[config.mk]
export PLATFORM = sky130hd
export DESIGN_NAME = dctg_ctrl_end_flat
export DESIGN_NICKNAME = d
export VERILOG_FILES = /design/src/logic/dctg_pkg.sv /design/src/logic/dctg_link_if.sv /design/src/logic/dctg_ctrl_end.sv /design/src/flat_wrapper.sv
export SDC_FILE = /design/constraint.sdc
export NUM_CORES = 1
export LEC_CHECK = 0
export ABC_AREA = 1
export BUFFER_PORTS_ARGS = -buffer_cell sky130_fd_sc_hd__buf_2
export CAP_MARGIN = 20
export CORE_ASPECT_RATIO = 1.25
export CORE_UTILIZATION = 28
export CTS_CLUSTER_DIAMETER = 120
export CTS_CLUSTER_SIZE = 14
export DETAILED_ROUTE_END_ITERATION = 7
export PLACE_DENSITY = 0.46
export SLEW_MARGIN = 20
export SYNTH_ARGS = -nofsm -noshare
export SYNTH_HDL_FRONTEND = slang
export SYNTH_SLANG_ARGS = --single-unit
[constraint.sdc]
create_clock -name sys_clk -period 3.5 [get_ports sys_clk]
set_clock_uncertainty 0.1 [all_clocks]
set_input_delay 0.525 -clock sys_clk [delete_from_list [all_inputs] [get_ports sys_clk]]
set_output_delay 0.525 -clock sys_clk [all_outputs]
set_load 0.01 [all_outputs]
[src/logic/dctg_pkg.sv]
// Timing constants, command codes and mode fields for the DDR2 command timing guard
`default_nettype none
package dctg_pkg;
	// --------------------------------------------------------------
	// Clock and printed times (picoseconds)
	// --------------------------------------------------------------
	localparam int CLK_PS = 8000;
	localparam int FAW_PS = 50000;
	localparam int WR_PS = 15000;
	localparam int RP_PS = 15000;
	localparam int WTR_PS = 7500;
	localparam int RTP_PS = 7500;
	localparam int RFC_PS = 127500;
	localparam int XSNR_EXTRA_PS = 10000;
	localparam int REFI_PS = 7800000;
	localparam int MOD_MAX_PS = 12000;
	localparam int OIT_MAX_PS = 12000;

	// Least times round up, longest times round down, never below one cycle
	function automatic int ru(input int ps);
		ru = (ps + CLK_PS - 1) / CLK_PS;
		if (ru < 1)
			ru = 1;
	endfunction
	function automatic int rd(input int ps);
		rd = ps / CLK_PS;
		if (rd < 1)
			rd = 1;
	endfunction

	// --------------------------------------------------------------
	// Cycle counts
	// --------------------------------------------------------------
	localparam int FAW_CYC = ru(FAW_PS);
	localparam int FAW_ACTS = 4;
	localparam int CCD_CYC = 2;
	localparam int WR_CYC = ru(WR_PS);
	localparam int RP_CYC = ru(RP_PS);
	localparam int WTR_MIN_CYC = 2;
	localparam int WTR_CYC = (ru(WTR_PS) < WTR_MIN_CYC) ? WTR_MIN_CYC : ru(WTR_PS);
	localparam int RTP_CYC = ru(RTP_PS);
	localparam int RFC_CYC = ru(RFC_PS);
	localparam int XSNR_CYC = ru(RFC_PS + XSNR_EXTRA_PS);
	localparam int XSRD_CYC = 200;
	localparam int XP_CYC = 2;
	localparam int XARD_CYC = 2;
	localparam int XARDS_BASE_CYC = 7;
	localparam int CKE_CYC = 3;
	localparam int REFI_CYC = rd(REFI_PS);
	localparam int MOD_CYC = rd(MOD_MAX_PS);
	localparam int OIT_CYC = rd(OIT_MAX_PS);
	localparam int AOND_CYC = 2;
	localparam int AOFD_CYC = 2;
	localparam int ANPD_CYC = 3;
	localparam int AXPD_CYC = 8;

	// --------------------------------------------------------------
	// Widths and mode-register fields
	// --------------------------------------------------------------
	localparam int CNT_W = 8;
	localparam int REFI_W = 10;
	localparam int ADDR_W = 13;
	localparam int BANK_W = 3;
	localparam int MR_SLOW_EXIT_BIT = 12;
	localparam int MR_TERM_LO_BIT = 2;
	localparam int MR_TERM_HI_BIT = 6;
	localparam int AL_W = 3;
	localparam int WRP_W = 3;

	typedef enum logic [3:0] {
		DCTG_NOP = 4'h0,
		DCTG_ACT = 4'h1,
		DCTG_RD = 4'h2,
		DCTG_WR = 4'h3,
		DCTG_PRE = 4'h4,
		DCTG_REF = 4'h5,
		DCTG_MRS = 4'h6,
		DCTG_OCD = 4'h7,
		DCTG_PDE = 4'h8,
		DCTG_PDX = 4'h9,
		DCTG_SRE = 4'ha,
		DCTG_SRX = 4'hb
	} dctg_cmd_t;

	// Power state, Gray coded along awake -> down -> self-refresh
	typedef enum logic [1:0] {
		DCTG_AWAKE = 2'b00,
		DCTG_PDOWN = 2'b01,
		DCTG_SELF = 2'b11
	} dctg_pwr_t;
endpackage
`default_nettype wire

[src/logic/dctg_link_if.sv]
// Command link between the controller end and the DRAM end
`timescale 1ns/100ps
`default_nettype none
interface dctg_link_if
	import dctg_pkg::*;
(
	input wire logic sys_clk
);
	dctg_cmd_t cmd;
	logic [BANK_W-1:0] bank;
	logic [ADDR_W-1:0] addr;
	logic cke;
	logic odt;

	modport ctrl (input sys_clk, output cmd, output bank, output addr, output cke, output odt);
	modport dram (input sys_clk, input cmd, input bank, input addr, input cke, input odt);
endinterface
`default_nettype wire

[src/logic/dctg_ctrl_end.sv]
// Controller end: command spacing guard, refresh scheduler and power sequencing
`timescale 1ns/100ps
`default_nettype none
// Functional notes
// - At most four activates per window
// - Column commands two cycles apart
// - Autoprecharge write waits recovery plus precharge
// - Nanosecond minimums round up to cycles
// - Write data to read gap, two minimum
// - Read to precharge gap per bank
// - Self-refresh exit delays non-read commands
// - Self-refresh exit waits 200 before read
// - Power-down exit delays non-read commands
// - A12 picks fast or slow exit
// - Clock enable levels held three cycles
// - New termination setting after bounded delay
// - Calibration pattern starts within bound
// - Refresh cycle time before activate, refresh
// - Average refresh interval kept bounded
// - Termination on two cycles after high
// - Termination off two and half cycles
// - Termination level settled before power-down
// - Termination changes wait after power-down exit
// - Clock kept running after enable drops
// - Counts are whole input clock edges
module dctg_ctrl_end
	import dctg_pkg::*;
#(
	parameter int NUM_BANKS = 8,
	parameter int WR_DATA_CYC = 4,
	parameter int REF_MARGIN = 64
)
(
	input wire logic srst,
	dctg_link_if.ctrl link,
	input wire logic req_valid,
	input wire dctg_cmd_t req_cmd,
	input wire logic [BANK_W-1:0] req_bank,
	input wire logic [ADDR_W-1:0] req_addr,
	input wire logic req_autopre,
	output logic req_ready,
	input wire logic odt_req,
	input wire logic [WRP_W-1:0] wr_recovery,
	input wire logic [AL_W-1:0] additive_latency,
	input wire logic slow_exit,
	output logic refresh_urgent,
	output logic clk_stop_ok,
	output var dctg_pwr_t pwr_state
);
	// --------------------------------------------------------------
	// Parameter checks
	// --------------------------------------------------------------
	if (NUM_BANKS < 1 || NUM_BANKS > (1 << BANK_W))
		$error("NUM_BANKS out of range");
	if (REF_MARGIN < 1 || REF_MARGIN >= REFI_CYC)
		$error("REF_MARGIN out of range");
	if (WR_DATA_CYC + RP_CYC + (1 << WRP_W) >= (1 << CNT_W))
		$error("WR_DATA_CYC too large");

	// --------------------------------------------------------------
	// Device-wide timers
	// --------------------------------------------------------------
	localparam int T_CCD = 0;
	localparam int T_WTR = 1;
	localparam int T_XSNR = 2;
	localparam int T_XSRD = 3;
	localparam int T_XP = 4;
	localparam int T_XARD = 5;
	localparam int T_CKE = 6;
	localparam int T_RFC = 7;
	localparam int T_ODT = 8;
	localparam int T_AXPD = 9;
	localparam int NT = 10;

	logic [CNT_W-1:0] tmr_q [NT];
	logic [CNT_W-1:0] tmr_val [NT];
	logic [NT-1:0] tmr_ld;
	logic [CNT_W-1:0] act_tmr_q [NUM_BANKS];
	logic [CNT_W-1:0] pre_tmr_q [NUM_BANKS];
	logic [FAW_CYC-2:0] faw_hist_q;
	logic [REFI_W-1:0] refi_q;
	dctg_pwr_t pwr_q;
	dctg_pwr_t pwr_d;
	dctg_cmd_t cmd_q;
	logic [BANK_W-1:0] bank_q;
	logic [ADDR_W-1:0] addr_q;
	logic odt_q;

	// Zero flags per timer
	wire [NT-1:0] clr;
	genvar gi;
	generate
		for (gi = 0; gi < NT; gi++)
		begin : g_tmr
			assign clr[gi] = (tmr_q[gi] == '0);
			// Load one short, as the issuing cycle counts; then count down to zero
			always_ff @(posedge link.sys_clk)
			begin
				if (srst)
					tmr_q[gi] <= '0;
				else if (tmr_ld[gi])
					tmr_q[gi] <= tmr_val[gi] - 1'b1;
				else if (!clr[gi])
					tmr_q[gi] <= tmr_q[gi] - 1'b1;
			end
		end
	endgenerate

	// --------------------------------------------------------------
	// Command selection
	// --------------------------------------------------------------
	wire awake = (pwr_q == DCTG_AWAKE);
	wire nr_ok = clr[T_XSNR] & clr[T_XP];
	wire [BANK_W-1:0] bsel = req_bank;
	wire faw_ok = ($countones(faw_hist_q) < FAW_ACTS);
	wire bank_act_ok = (act_tmr_q[bsel] == '0);
	wire bank_pre_ok = (pre_tmr_q[bsel] == '0);
	wire ref_ok = awake & nr_ok & clr[T_RFC];
	wire cke_ok = clr[T_CKE];
	wire odt_settled = clr[T_ODT] & (odt_req == odt_q);
	wire urgent = (refi_q <= REFI_W'(REF_MARGIN));
	logic cmd_ok;
	always_comb
	begin
		cmd_ok = 1'b0;
		unique case (req_cmd)
			DCTG_NOP: cmd_ok = 1'b1;
			DCTG_ACT: cmd_ok = awake & nr_ok & clr[T_RFC] & faw_ok & bank_act_ok;
			DCTG_RD: cmd_ok = awake & clr[T_CCD] & clr[T_WTR] & clr[T_XSRD] & clr[T_XARD];
			DCTG_WR: cmd_ok = awake & nr_ok & clr[T_CCD];
			DCTG_PRE: cmd_ok = awake & nr_ok & bank_pre_ok;
			DCTG_REF: cmd_ok = ref_ok;
			DCTG_MRS, DCTG_OCD: cmd_ok = awake & nr_ok;
			DCTG_PDE, DCTG_SRE: cmd_ok = awake & nr_ok & cke_ok & odt_settled;
			DCTG_PDX: cmd_ok = (pwr_q == DCTG_PDOWN) & cke_ok;
			DCTG_SRX: cmd_ok = (pwr_q == DCTG_SELF) & cke_ok;
			default: cmd_ok = 1'b0;
		endcase
	end

	// Urgent refresh steals the slot; column and activate requests wait
	wire is_col = (req_cmd == DCTG_RD) | (req_cmd == DCTG_WR) | (req_cmd == DCTG_ACT);
	wire ref_now = urgent & ref_ok;
	wire blocked = urgent & is_col;
	assign req_ready = req_valid & cmd_ok & ~ref_now & ~blocked;
	wire issue = req_ready & (req_cmd != DCTG_NOP);
	dctg_cmd_t cmd_d;
	assign cmd_d = ref_now ? DCTG_REF : (issue ? req_cmd : DCTG_NOP);
	wire do_act = (cmd_d == DCTG_ACT);
	wire do_rd = (cmd_d == DCTG_RD);
	wire do_wr = (cmd_d == DCTG_WR);
	wire cke_edge = (cmd_d == DCTG_PDE) | (cmd_d == DCTG_SRE) |
		(cmd_d == DCTG_PDX) | (cmd_d == DCTG_SRX);
	wire odt_change = (odt_req != odt_q) & clr[T_AXPD];

	// Slow active exit is seven minus additive latency, never under one
	wire [CNT_W-1:0] al_w = CNT_W'(additive_latency);
	wire [CNT_W-1:0] xards = (al_w >= CNT_W'(XARDS_BASE_CYC)) ? CNT_W'(1) :
		CNT_W'(XARDS_BASE_CYC) - al_w;
	wire [CNT_W-1:0] xard_sel = slow_exit ? xards : CNT_W'(XARD_CYC);
	wire [CNT_W-1:0] dal = CNT_W'(WR_DATA_CYC) + CNT_W'(wr_recovery) +
		CNT_W'(RP_CYC);

	// Timer loads per command
	always_comb
	begin
		tmr_ld = '0;
		for (int i = 0; i < NT; i++)
			tmr_val[i] = '0;
		tmr_ld[T_CCD] = do_rd | do_wr;
		tmr_val[T_CCD] = CNT_W'(CCD_CYC);
		tmr_ld[T_WTR] = do_wr;
		tmr_val[T_WTR] = CNT_W'(WR_DATA_CYC + WTR_CYC);
		tmr_ld[T_XSNR] = (cmd_d == DCTG_SRX);
		tmr_val[T_XSNR] = CNT_W'(XSNR_CYC);
		tmr_ld[T_XSRD] = (cmd_d == DCTG_SRX);
		tmr_val[T_XSRD] = CNT_W'(XSRD_CYC);
		tmr_ld[T_XP] = (cmd_d == DCTG_PDX);
		tmr_val[T_XP] = CNT_W'(XP_CYC);
		tmr_ld[T_XARD] = (cmd_d == DCTG_PDX);
		tmr_val[T_XARD] = xard_sel;
		tmr_ld[T_CKE] = cke_edge;
		tmr_val[T_CKE] = CNT_W'(CKE_CYC);
		tmr_ld[T_RFC] = (cmd_d == DCTG_REF);
		tmr_val[T_RFC] = CNT_W'(RFC_CYC);
		tmr_ld[T_ODT] = odt_change;
		tmr_val[T_ODT] = CNT_W'(ANPD_CYC);
		tmr_ld[T_AXPD] = (cmd_d == DCTG_PDX) | (cmd_d == DCTG_SRX);
		tmr_val[T_AXPD] = CNT_W'(AXPD_CYC);
	end

	// --------------------------------------------------------------
	// Per-bank timers
	// --------------------------------------------------------------
	generate
		for (gi = 0; gi < NUM_BANKS; gi++)
		begin : g_bank
			wire hit = (req_bank == BANK_W'(gi)) & issue;
			always_ff @(posedge link.sys_clk)
			begin
				if (srst)
				begin
					act_tmr_q[gi] <= '0;
					pre_tmr_q[gi] <= '0;
				end
				else
				begin
					if (hit & do_wr & req_autopre)
						act_tmr_q[gi] <= dal - 1'b1;
					else if (act_tmr_q[gi] != '0)
						act_tmr_q[gi] <= act_tmr_q[gi] - 1'b1;
					if (hit & do_rd)
						pre_tmr_q[gi] <= CNT_W'(RTP_CYC) + al_w - 1'b1;
					else if (pre_tmr_q[gi] != '0)
						pre_tmr_q[gi] <= pre_tmr_q[gi] - 1'b1;
				end
			end
		end
	endgenerate

	// --------------------------------------------------------------
	// Power state machine
	// --------------------------------------------------------------
	always_comb
	begin
		pwr_d = pwr_q;
		unique case (pwr_q)
			DCTG_AWAKE:
			begin
				if (cmd_d == DCTG_PDE)
					pwr_d = DCTG_PDOWN;
				else if (cmd_d == DCTG_SRE)
					pwr_d = DCTG_SELF;
			end
			DCTG_PDOWN:
				if (cmd_d == DCTG_PDX)
					pwr_d = DCTG_AWAKE;
			DCTG_SELF:
				if (cmd_d == DCTG_SRX)
					pwr_d = DCTG_AWAKE;
			default: pwr_d = DCTG_AWAKE;
		endcase
	end

	// --------------------------------------------------------------
	// Link registers, activate history and refresh debt
	// --------------------------------------------------------------
	always_ff @(posedge link.sys_clk)
	begin
		if (srst)
		begin
			pwr_q <= DCTG_AWAKE;
			cmd_q <= DCTG_NOP;
			bank_q <= '0;
			addr_q <= '0;
			odt_q <= 1'b0;
			faw_hist_q <= '0;
			refi_q <= REFI_W'(REFI_CYC);
		end
		else
		begin
			pwr_q <= pwr_d;
			cmd_q <= cmd_d;
			bank_q <= req_bank;
			addr_q <= req_addr;
			if (odt_change)
				odt_q <= odt_req;
			faw_hist_q <= {faw_hist_q[FAW_CYC-3:0], do_act};
			if (cmd_d == DCTG_REF || pwr_q == DCTG_SELF)
				refi_q <= REFI_W'(REFI_CYC);
			else if (refi_q != '0)
				refi_q <= refi_q - 1'b1;
		end
	end

	assign link.cmd = cmd_q;
	assign link.bank = bank_q;
	assign link.addr = addr_q;
	assign link.cke = (pwr_q == DCTG_AWAKE);
	assign link.odt = odt_q;
	assign refresh_urgent = urgent;
	assign pwr_state = pwr_q;
	// Clock may stop once enable has been low over a full cycle
	assign clk_stop_ok = ~awake & (tmr_q[T_CKE] < CNT_W'(CKE_CYC - 1));
endmodule // dctg_ctrl_end
`default_nettype wire

[src/flat_wrapper.sv]
// flat-port wrapper written by rule: the top's interface ports become plain ports
module dctg_ctrl_end_flat import dctg_pkg::*;
#(
	parameter int NUM_BANKS = 8,
	parameter int WR_DATA_CYC = 4,
	parameter int REF_MARGIN = 64
)
  (srst, req_valid, req_cmd, req_bank, req_addr, req_autopre, req_ready, odt_req, wr_recovery, additive_latency, slow_exit, refresh_urgent, clk_stop_ok, pwr_state, sys_clk, link_cmd, link_bank, link_addr, link_cke, link_odt);
  dctg_link_if link_i (.sys_clk(sys_clk));
  input wire logic srst;
  input wire logic req_valid;
  input wire dctg_cmd_t req_cmd;
  input wire logic [BANK_W-1:0] req_bank;
  input wire logic [ADDR_W-1:0] req_addr;
  input wire logic req_autopre;
  output logic req_ready;
  input wire logic odt_req;
  input wire logic [WRP_W-1:0] wr_recovery;
  input wire logic [AL_W-1:0] additive_latency;
  input wire logic slow_exit;
  output logic refresh_urgent;
  output logic clk_stop_ok;
  output var dctg_pwr_t pwr_state;
  input wire logic sys_clk;
  output wire logic [$bits(link_i.cmd)-1:0] link_cmd;
  output wire logic [$bits(link_i.bank)-1:0] link_bank;
  output wire logic [$bits(link_i.addr)-1:0] link_addr;
  output wire logic [$bits(link_i.cke)-1:0] link_cke;
  output wire logic [$bits(link_i.odt)-1:0] link_odt;
  assign link_cmd = link_i.cmd;
  assign link_bank = link_i.bank;
  assign link_addr = link_i.addr;
  assign link_cke = link_i.cke;
  assign link_odt = link_i.odt;
  dctg_ctrl_end #(.NUM_BANKS(NUM_BANKS), .WR_DATA_CYC(WR_DATA_CYC), .REF_MARGIN(REF_MARGIN)) u_core (.srst(srst), .link(link_i), .req_valid(req_valid), .req_cmd(req_cmd), .req_bank(req_bank), .req_addr(req_addr), .req_autopre(req_autopre), .req_ready(req_ready), .odt_req(odt_req), .wr_recovery(wr_recovery), .additive_latency(additive_latency), .slow_exit(slow_exit), .refresh_urgent(refresh_urgent), .clk_stop_ok(clk_stop_ok), .pwr_state(pwr_state));
endmodule
Word-level counts from Yosys, hierarchy flattened
Memories as Yosys holds them, arrays and structs flattened. Index checks and enable logic that the tools add are counted.

Bits in registers: 39. Latch bits: 0. Bits in writable memories: 208. ROM bits: 0. Input bits: 32. Output and inout port bits: 27. Logic and storage cells: 482. Memories: 3.

Memories: u_core.tmr_q (words 10, bits a word 8, read ports 10, clocked after Yosys merged registers in 0, wr ports 10, RTL line dctg_ctrl_end.sv:75) `logic [CNT_W-1:0] tmr_q [NT];`; u_core.act_tmr_q (words 8, bits a word 8, read ports 9, clocked after Yosys merged registers in 0, wr ports 8, RTL line dctg_ctrl_end.sv:78) `logic [CNT_W-1:0] act_tmr_q [NUM_BANKS];`; u_core.pre_tmr_q (words 8, bits a word 8, read ports 9, clocked after Yosys merged registers in 0, wr ports 8, RTL line dctg_ctrl_end.sv:79) `logic [CNT_W-1:0] pre_tmr_q [NUM_BANKS];`.

Add/subtract/negate cells: 39. Multiply operators: 0. Div/mod/pow operators: 0. Order comparisons: 4. Eq/ne operators: 33. Shifts and indexed selects: 0. Mux-type cells: 240. Bitwise gates (word level): 118. Reductions and logical operators: 38.

Operators by type and width (number): 2-to-1 mux 8 bit (54); subtractor 8 x 1 -> 8 bit (second input constant) (29); 2-to-1 mux 1 bit (178); nonzero test 8 bit (16); logical NOT 8 bit (12); adder 32 bit (2); OR 1 bit (59); AND 1 bit (56); == test 4 bit (second input constant) (8); < comparator 32 x 4 -> 1 bit (second input constant) (1); == test 4 x 3 -> 1 bit (second input constant) (5); == test 4 x 2 -> 1 bit (second input constant) (4); == test 3 bit (second input constant) (4); less-or-equal comparator 10 x 7 -> 1 bit (second input constant) (1); one-hot mux 1 bit (10 select lines) (1); nonzero test 10 bit (1); subtractor 10 x 1 -> 10 bit (second input constant) (1); adder 8 x 2 -> 8 bit (second input constant) (1); == test 4 x 1 -> 1 bit (second input constant) (2); < comparator 8 x 2 -> 1 bit (second input constant) (1); 2-to-1 mux 2 bit (4); 2-to-1 mux 4 bit (2); adder 1 x 1 -> 2 bit (3); == test 3 x 2 -> 1 bit (second input constant) (2); 20 further kinds (25).

Logic depth before layout (Yosys ltp)
Gate-level depths: netlist of the first run. An unclocked memory read counts as a cell.

Depth in word-level cells: 23. Depth in mapped cells: 23.

Worst setup path before layout of the first run
Ideal clock, no wire load.

Path kind: flip-flop to flip-flop. From: register u_core.faw_hist_q[4]. To: memory u_core.act_tmr_q[6][0] (enable). Setup time: 0.330 ns. Arrival time: 2.638 ns. Path slack: 0.432 ns. Stages on the path, launching flop included: 18. Buffers on the path: 1. Period minus slack after synthesis: 3.068 ns. Cell sequence: dfxtp_1 -> ha_1 -> fa_1 -> inv_1 -> nor2_1 -> nor4_1 -> nand2_1 -> a21oi_1 -> nor2_1 -> nand2_4 -> nand2_2 -> nor2_2 -> inv_2 -> nor2_4 -> buf_4 -> nand3_2 -> nand3_2 -> nand3_1.

RTL lines: from (decl) (RTL line dctg_ctrl_end.sv:80) `logic [FAW_CYC-2:0] faw_hist_q;`; from (signal assigned) (RTL line dctg_ctrl_end.sv:268) `faw_hist_q <= {faw_hist_q[FAW_CYC-3:0], do_act};`; to (decl) (RTL line dctg_ctrl_end.sv:78).

==> results of run 1 <==
[how the worst max path moves through the flow]
stage,start,end,slack (ns),depth (start not counted)
final,u_core.tmr_q[1][0]$_DFFE_PP_,req_ready,0.18,17
after global routing,u_core.refi_q[0]$_SDFFE_PP1P_,req_ready,0.005,15
after CTS,u_core.tmr_q[3][8]$_DFFE_PP_,req_ready,0.06,13
after detailed placement,req_bank[0],u_core.pre_tmr_q[4][5]$_SDFFCE_PN0P_,0.10,20
after global placement,req_bank[1],u_core.pre_tmr_q[4][7]$_SDFFCE_PN0P_,0.13,23
after floorplan,u_core.faw_hist_q[4]$_SDFF_PP0_,u_core.act_tmr_q[6][0]$_DFFE_PP_,0.43,17
[cell type report]
cell class | instances | area, sq um | area share
timing repair buffer | 145 | 1130 | 0.0636
tap | 727 | 910 | 0.0512
inverter | 245 | 920 | 0.0517
multi-input combinational | 1327 | 7210 | 0.405
clock inverter | 1 | 7.51 | 0.000422
sequential | 247 | 7030 | 0.395
clock buffer | 36 | 582 | 0.0327
[registers in the layout, summed over array words and instances (netlist names)]
signal and count:
u_core.act_tmr_q 64, u_core.faw_hist_q 6, u_core.link.addr 13, u_core.link.bank 3
u_core.link.cmd 4, u_core.link.odt 1, u_core.pre_tmr_q 64, u_core.pwr_state 2
u_core.refi_q 10, u_core.tmr_q 80
[routing by layer]
layer,up-vias,routed length (um),GRT usage
met1,5716,17000,0.174
met4,4,1090,0.0464
met5,-,29,0
li1,6313,-,-
met2,177,19100,0.252
met3,53,1260,0.0173
[cell usage after synthesis (29+ instances only)]
library cell	number
nor2_1	288
o21ai_0	50
xnor2_1	45
nand4_1	63
a21oi_1	49
inv_1	228
dfxtp_1	39
nand2_1	444
edfxtp_1	208
nor3_1	29
nand3_1	94
ha_1	61
xor2_1	83
[per-stage QoR]
step,util,hold WS (ns),worst slack [ns]
global placement,0.318,0.318,0.130
floorplan,-,0.307,0.432
CTS,0.329,0.0679,0.0625
finish,0.332,0.102,0.183
detailed placement,0.318,0.315,0.105
global route,0.332,0.0821,0.00453
[worst max-delay path, delay by kind of cell (launching register included)]
kind	cells	cell delay, ns
simple gates	11	1.04
fa+ha+maj	1	0.16
buf+inv	5	0.58
flops	1	0.38
[power groups by stage]
| stage | combinational, mW | clock [mW] | sequential [mW] |
|---|---|---|---|
| after CTS | 5.06 | 2.34 | 5.09 |
| after detailed placement | 5.02 | 0 | 5.14 |
| final | 5.04 | 2.23 | 5.08 |
| after global placement | 5.01 | 0 | 5.13 |
| after floorplan | 3.77 | 0 | 4.96 |
| after global routing | 5.82 | 2.42 | 5.21 |
[timing repair]
action,CTS,global route
setup buffers,0,6
resized for setup,0,19
setup endpoints to repair,0,212
endpoints found under the hold margin,0,0
[cells by family after synthesis]
group                    count (synthesis)  synth area share
AO/OA/AOI/OAI                          121            0.0422
XOR/XNOR                               128            0.0739
adder cells (fa/ha/maj)                 62            0.0517
buffers and inverters                  267            0.0672
flip-flops                             247             0.463
AND/OR/NAND/NOR                       1016             0.302
==> results.json, run 1 <==
{
  "status": "finished clean",
  "yosys_warnings": 0,
  "finalCriticalPeriod_ns": 3.32,
  "p_int_mw": 7.58,
  "vias": 12300,
  "synthFlopType": "edfxtp_1",
  "start_util": 0.283,
  "r2r_end": "u_core.pre_tmr_q[4][5]$_SDFFCE_PN0P_",
  "cts.sinks": 247,
  "fillCellCount": 5675,
  "drtIter0Drc": 723,
  "cts_hold_buf": 0,
  "syn_area_sq_um": 15200,
  "drv_cap": 0,
  "gp_congestion": 0.840,
  "finalMaxSlewViolations": 0,
  "p_seq_frac": 0.412,
  "drive_gt1_frac": 0.136,
  "ys_types": 41,
  "final_cell_mix": "nand2_1, nor2_1, inv_1, edfxtp_1, nand3_1",
  "crit_top_cell": "nand2_1",
  "routed_wl_um": 38500,
  "synth_seq_area_share": 0.463,
  "async_flop_share": 0,
  "start_kind": "register",
  "syn-num-nets": 1935,
  "grt_max_degree": 49,
  "diodes": 0,
  "areaGrowthSynthToFinish_pct": 17.3,
  "synth_edf_count": 208,
  "port_buffers": 58,
  "netSwitchingPower_mw": 4.76,
  "place_inst": 2685,
  "rows": 95,
  "fin_area_sq_um": 17800,
  "synth_largest_area_cell": "edfxtp_1",
  "holdCritStartpoint": "req_addr[12]",
  "crit_type": "register to primary output",
  "drt_first_pass_iters": 5,
  "totalPowerFinal_mw": 12.3,
  "p_comb_frac": 0.408,
  "ys_ff_latch": 247,
  "cts_tree": "yes",
  "cts_root_buf": "clkbuf_16",
  "reg2regPathDepth": 20,
  "hold_violations": 0,
  "viasPerCell": 4.50,
  "rsz0062_at_grt": "false",
  "worstMarginPinSlew_ns": 0.616,
  "grt_first_pass_wirelength_um": 61800,
  "io_pins": 59,
  "grt_overflow": 0,
  "fin_cells": 2728,
  "p_leak_nw": 8.05,
  "design.core.area_sq_um": 53600,
  "cp_max_fo": 4,
  "yosysTopAreaCellShare": 0.412,
  "finalSetupViolCount": 0,
  "drc_errors": 0,
  "cp_data_arrival_time_ns": 2.69,
  "fp.dieW_um": 210,
  "r2r-start": "u_core.faw_hist_q[4]$_SDFF_PP0_",
  "clockPowerShare": 0.181,
  "numCtsBuffers": 21,
  "r2r_setup_slack_ns": 0.24,
  "wl_per_cell_um": 14.1,
  "whs_path_depth": 3,
  "postRouteAntennaNets": 0,
  "power_density_nw_per_um2": 694,
  "htree_levels": 1,
  "critPathMaxStageDelay_ns": 0.38,
  "antenna_found_initial": 2,
  "slowest_stage": "edfxtp_1",
  "die-area_sq_um": 55100,
  "nets": 2081,
  "ir_drop_v": 0.000314,
  "synth.area.top_cells": "edfxtp_1, nand2_1, nor2_1",
  "hp-class": "input port to register",
  "final_common_cell": "nand2_1",
  "crit_chain": "inv_1, ha_1, nand2_1, nor2_2, nand3_2, nor2_2, buf_4, nand2_1, nand2_1, nor2_1, nand2_1, nor2_1, nand2_4, nand2_2, inv_2, buf_4, buf_2",
  "synthesis.instances": 1841,
  "relSlewSlack": 0.586,
  "cp_data_required_time_ns": 2.87,
  "die_h_um": 262,
  "grt_pass1_vias": 11900,
  "fin_tns_setup_ns": 0,
  "path_clk_slew_ns": 0.07,
  "endpoint_kind": "primary output",
  "fmax_mhz": 301,
  "track_usage": 0.141,
  "min_to": "u_core.link.addr[12]$_SDFF_PP0_",
  "avgSynthCellArea_sq_um": 8.24,
  "period_share": 0.948,
  "ctsLongestPathBuffers": 3,
  "postPlaceCellArea_sq_um": 17000,
  "p_sw_frac": 0.386,
  "worst_skew_pair.late_latency_ns": 0.53,
  "hpwl_um": 29000
}
Power figures use the tool's default switching activity.
==> inputs of run 2 (changes only) <==
Settings changed: PLACE_DENSITY 0.46 to 0.48.
Clock period 3.5 ns to 2.7 ns, I/O delays scaled along.
==> results.json, run 2 (synthesis results as in run 1) <==
{
  "largest_register_ffs": 80,
  "start_util": 0.283,
  "p_leak_nw": 9.95,
  "finalCriticalPeriod_ns": 3.08,
  "status": "finished, violations left",
  "die-area_sq_um": 55100,
  "gp_congestion": 0.852,
  "cts_root_buf": "clkbuf_16",
  "worst_skew_pair.late_latency_ns": 0.54,
  "period_share": 1.14,
  "io_pins": 59,
  "postRouteAntennaNets": 0,
  "final_common_cell": "nand2_1",
  "cp_max_fo": 8,
  "grt_pass1_vias": 13900,
  "crit_chain": "ha_4, fa_1, inv_1, nor2_1, nor4_1, nand2_1, a21oi_2, nor2_2, nand2_4, buf_12, nand4_4, nand3_4, buf_12, nor2_8, buf_12, nand2_8, nand2_4, nor2_4, nand2_1, nand2_1",
  "critPathMaxStageDelay_ns": 0.53,
  "fmax_mhz": 324,
  "ctsLongestPathBuffers": 3,
  "drive_gt1_frac": 0.332,
  "violations": "setup timing",
  "fp.dieW_um": 210,
  "rows": 95,
  "areaGrowthSynthToFinish_pct": 44.4,
  "totalPowerFinal_mw": 18.6,
  "crit_family": "simple AND/OR/NAND/NOR gates",
  "antenna_found_initial": 1,
  "drc_errors": 0,
  "vias": 13600,
  "diodes": 0,
  "fillCellCount": 5236,
  "top_layer": "met5",
  "cp_data_arrival_time_ns": 3.25,
  "worst-path-buf-inv": 4,
  "relSlewSlack": 0.408,
  "register_area_sq_um": 7030,
  "fin_tns_setup_ns": -106.60,
  "worstMarginPinSlew_ns": 0.879,
  "crit_type": "register to register",
  "top_register": "u_core.tmr_q",
  "grt_max_degree": 49,
  "met2_length_um": 22300,
  "cp_data_required_time_ns": 2.87,
  "top_regs": "u_core.tmr_q x80, u_core.act_tmr_q x64, u_core.pre_tmr_q x64",
  "multiInputGateArea_sq_um": 8570,
  "htree_levels": 1,
  "path_clk_slew_ns": 0.07,
  "drv_cap": 0,
  "ir_drop_v": 0.000486,
  "hpwl_um": 31300,
  "cts_tree": "yes",
  "rsz0062_at_grt": "true",
  "grt_first_pass_wirelength_um": 69200,
  "met3_wirelength_um": 985,
  "slowest_stage": "fa_1",
  "grt_overflow": 0,
  "design.core.area_sq_um": 53600,
  "finalMaxSlewViolations": 0,
  "die_h_um": 262,
  "start_kind": "register",
  "port_buffers": 58,
  "endpoint_kind": "register",
  "viasPerCell": 4.44,
  "drtIter0Drc": 528,
  "numCtsBuffers": 21,
  "nets": 2416,
  "power_density_nw_per_um2": 848,
  "finalSetupViolCount": 385,
  "setup_ws_ns": -0.383,
  "routed_wl_um": 42700,
  "track_usage": 0.155,
  "m1WireLength_um": 18200,
  "final_core_util": 0.408,
  "cts.sinks": 247,
  "drt_first_pass_iters": 5,
  "hold_violations": 0,
  "dpl_worst_slack_ns": -0.719,
  "wl_per_cell_um": 13.9,
  "hp-class": "input port to register",
  "final_cell_mix": "nand2_1, buf_4, nor2_1, inv_1, edfxtp_1"
}
[run 2: cell types whose count changed in the layout (fill, tap and decap cells not counted), moves of 22 or more]
| cell | previous run | this run |
|---|---|---|
| o21ai_0 | 50 | 25 |
| nand3_4 | 2 | 35 |
| buf_6 | 0 | 50 |
| a21oi_1 | 48 | 24 |
| a21oi_2 | 1 | 24 |
| nor2_1 | 283 | 241 |
| nand3_1 | 93 | 62 |
| nand2_1 | 443 | 390 |
| nor2_4 | 11 | 33 |
| buf_4 | 72 | 346 |
[run 2: metrics by stage]
step                      instances  hold WS, ns  instance area [sq um]
final                          3063       0.0434                  21900
after global routing           3063       0.0595                  21900
after CTS                      3050       0.0200                  21500
after detailed placement       2978        0.313                  19600
after global placement         2978        0.311                  19600
after floorplan                1841        0.302                  15500
[run 2: worst min-delay path, cell delays in order]
cell    delay [ns]
buf_2         0.10
nor2_1        0.04
nor2_1        0.08
[run 2: power breakdown]
part	leakage (nW)	internal (mW)	switching [mW]
combinational	6.99	4.31	5.02
clock	0.281	1.47	1.48
sequential	2.68	5.73	0.553
[run 2: path summary, 6_finish.rpt]
check	to	cells after the start	slack, ns	from
worst max-delay path	u_core.pre_tmr_q[5][0]$_DFFE_PP_	20	-0.38	u_core.faw_hist_q[4]$_SDFF_PP0_
worst min-delay path	u_core.link.odt$_SDFFE_PP0P_	3	0.04	odt_req
worst max register to register	u_core.pre_tmr_q[5][0]$_DFFE_PP_	20	-0.38	u_core.faw_hist_q[4]$_SDFF_PP0_
worst min register to register	u_core.faw_hist_q[3]$_SDFF_PP0_	2	0.32	u_core.faw_hist_q[2]$_SDFF_PP0_
[run 2: per-layer routing]
layer,vias to the layer above,global-route usage
met1,6402,0.184
met2,138,0.293
met4,2,0.0505
met3,61,0.0140
met5,-,0
li1,6997,-
[run 2: cell type report]
cell class              count  share of cell area
clock buffers              36              0.0266
clock inverters             1            0.000286
inverters                 245              0.0439
multi-input cells        1328               0.392
flip-flops and latches    247               0.321
well taps                 727              0.0415
repair buffers            479               0.175
[run 2: timing repair]
item                                    in CTS  in global routing
pin swaps                                   59                 69
endpoints found under the setup margin     394                405
setup buffers                               22                 16
hold buffers                                13                  0
hold endpoints to repair                    13                  0
gates resized for setup                    250                 99
gates cloned                                 1                  0
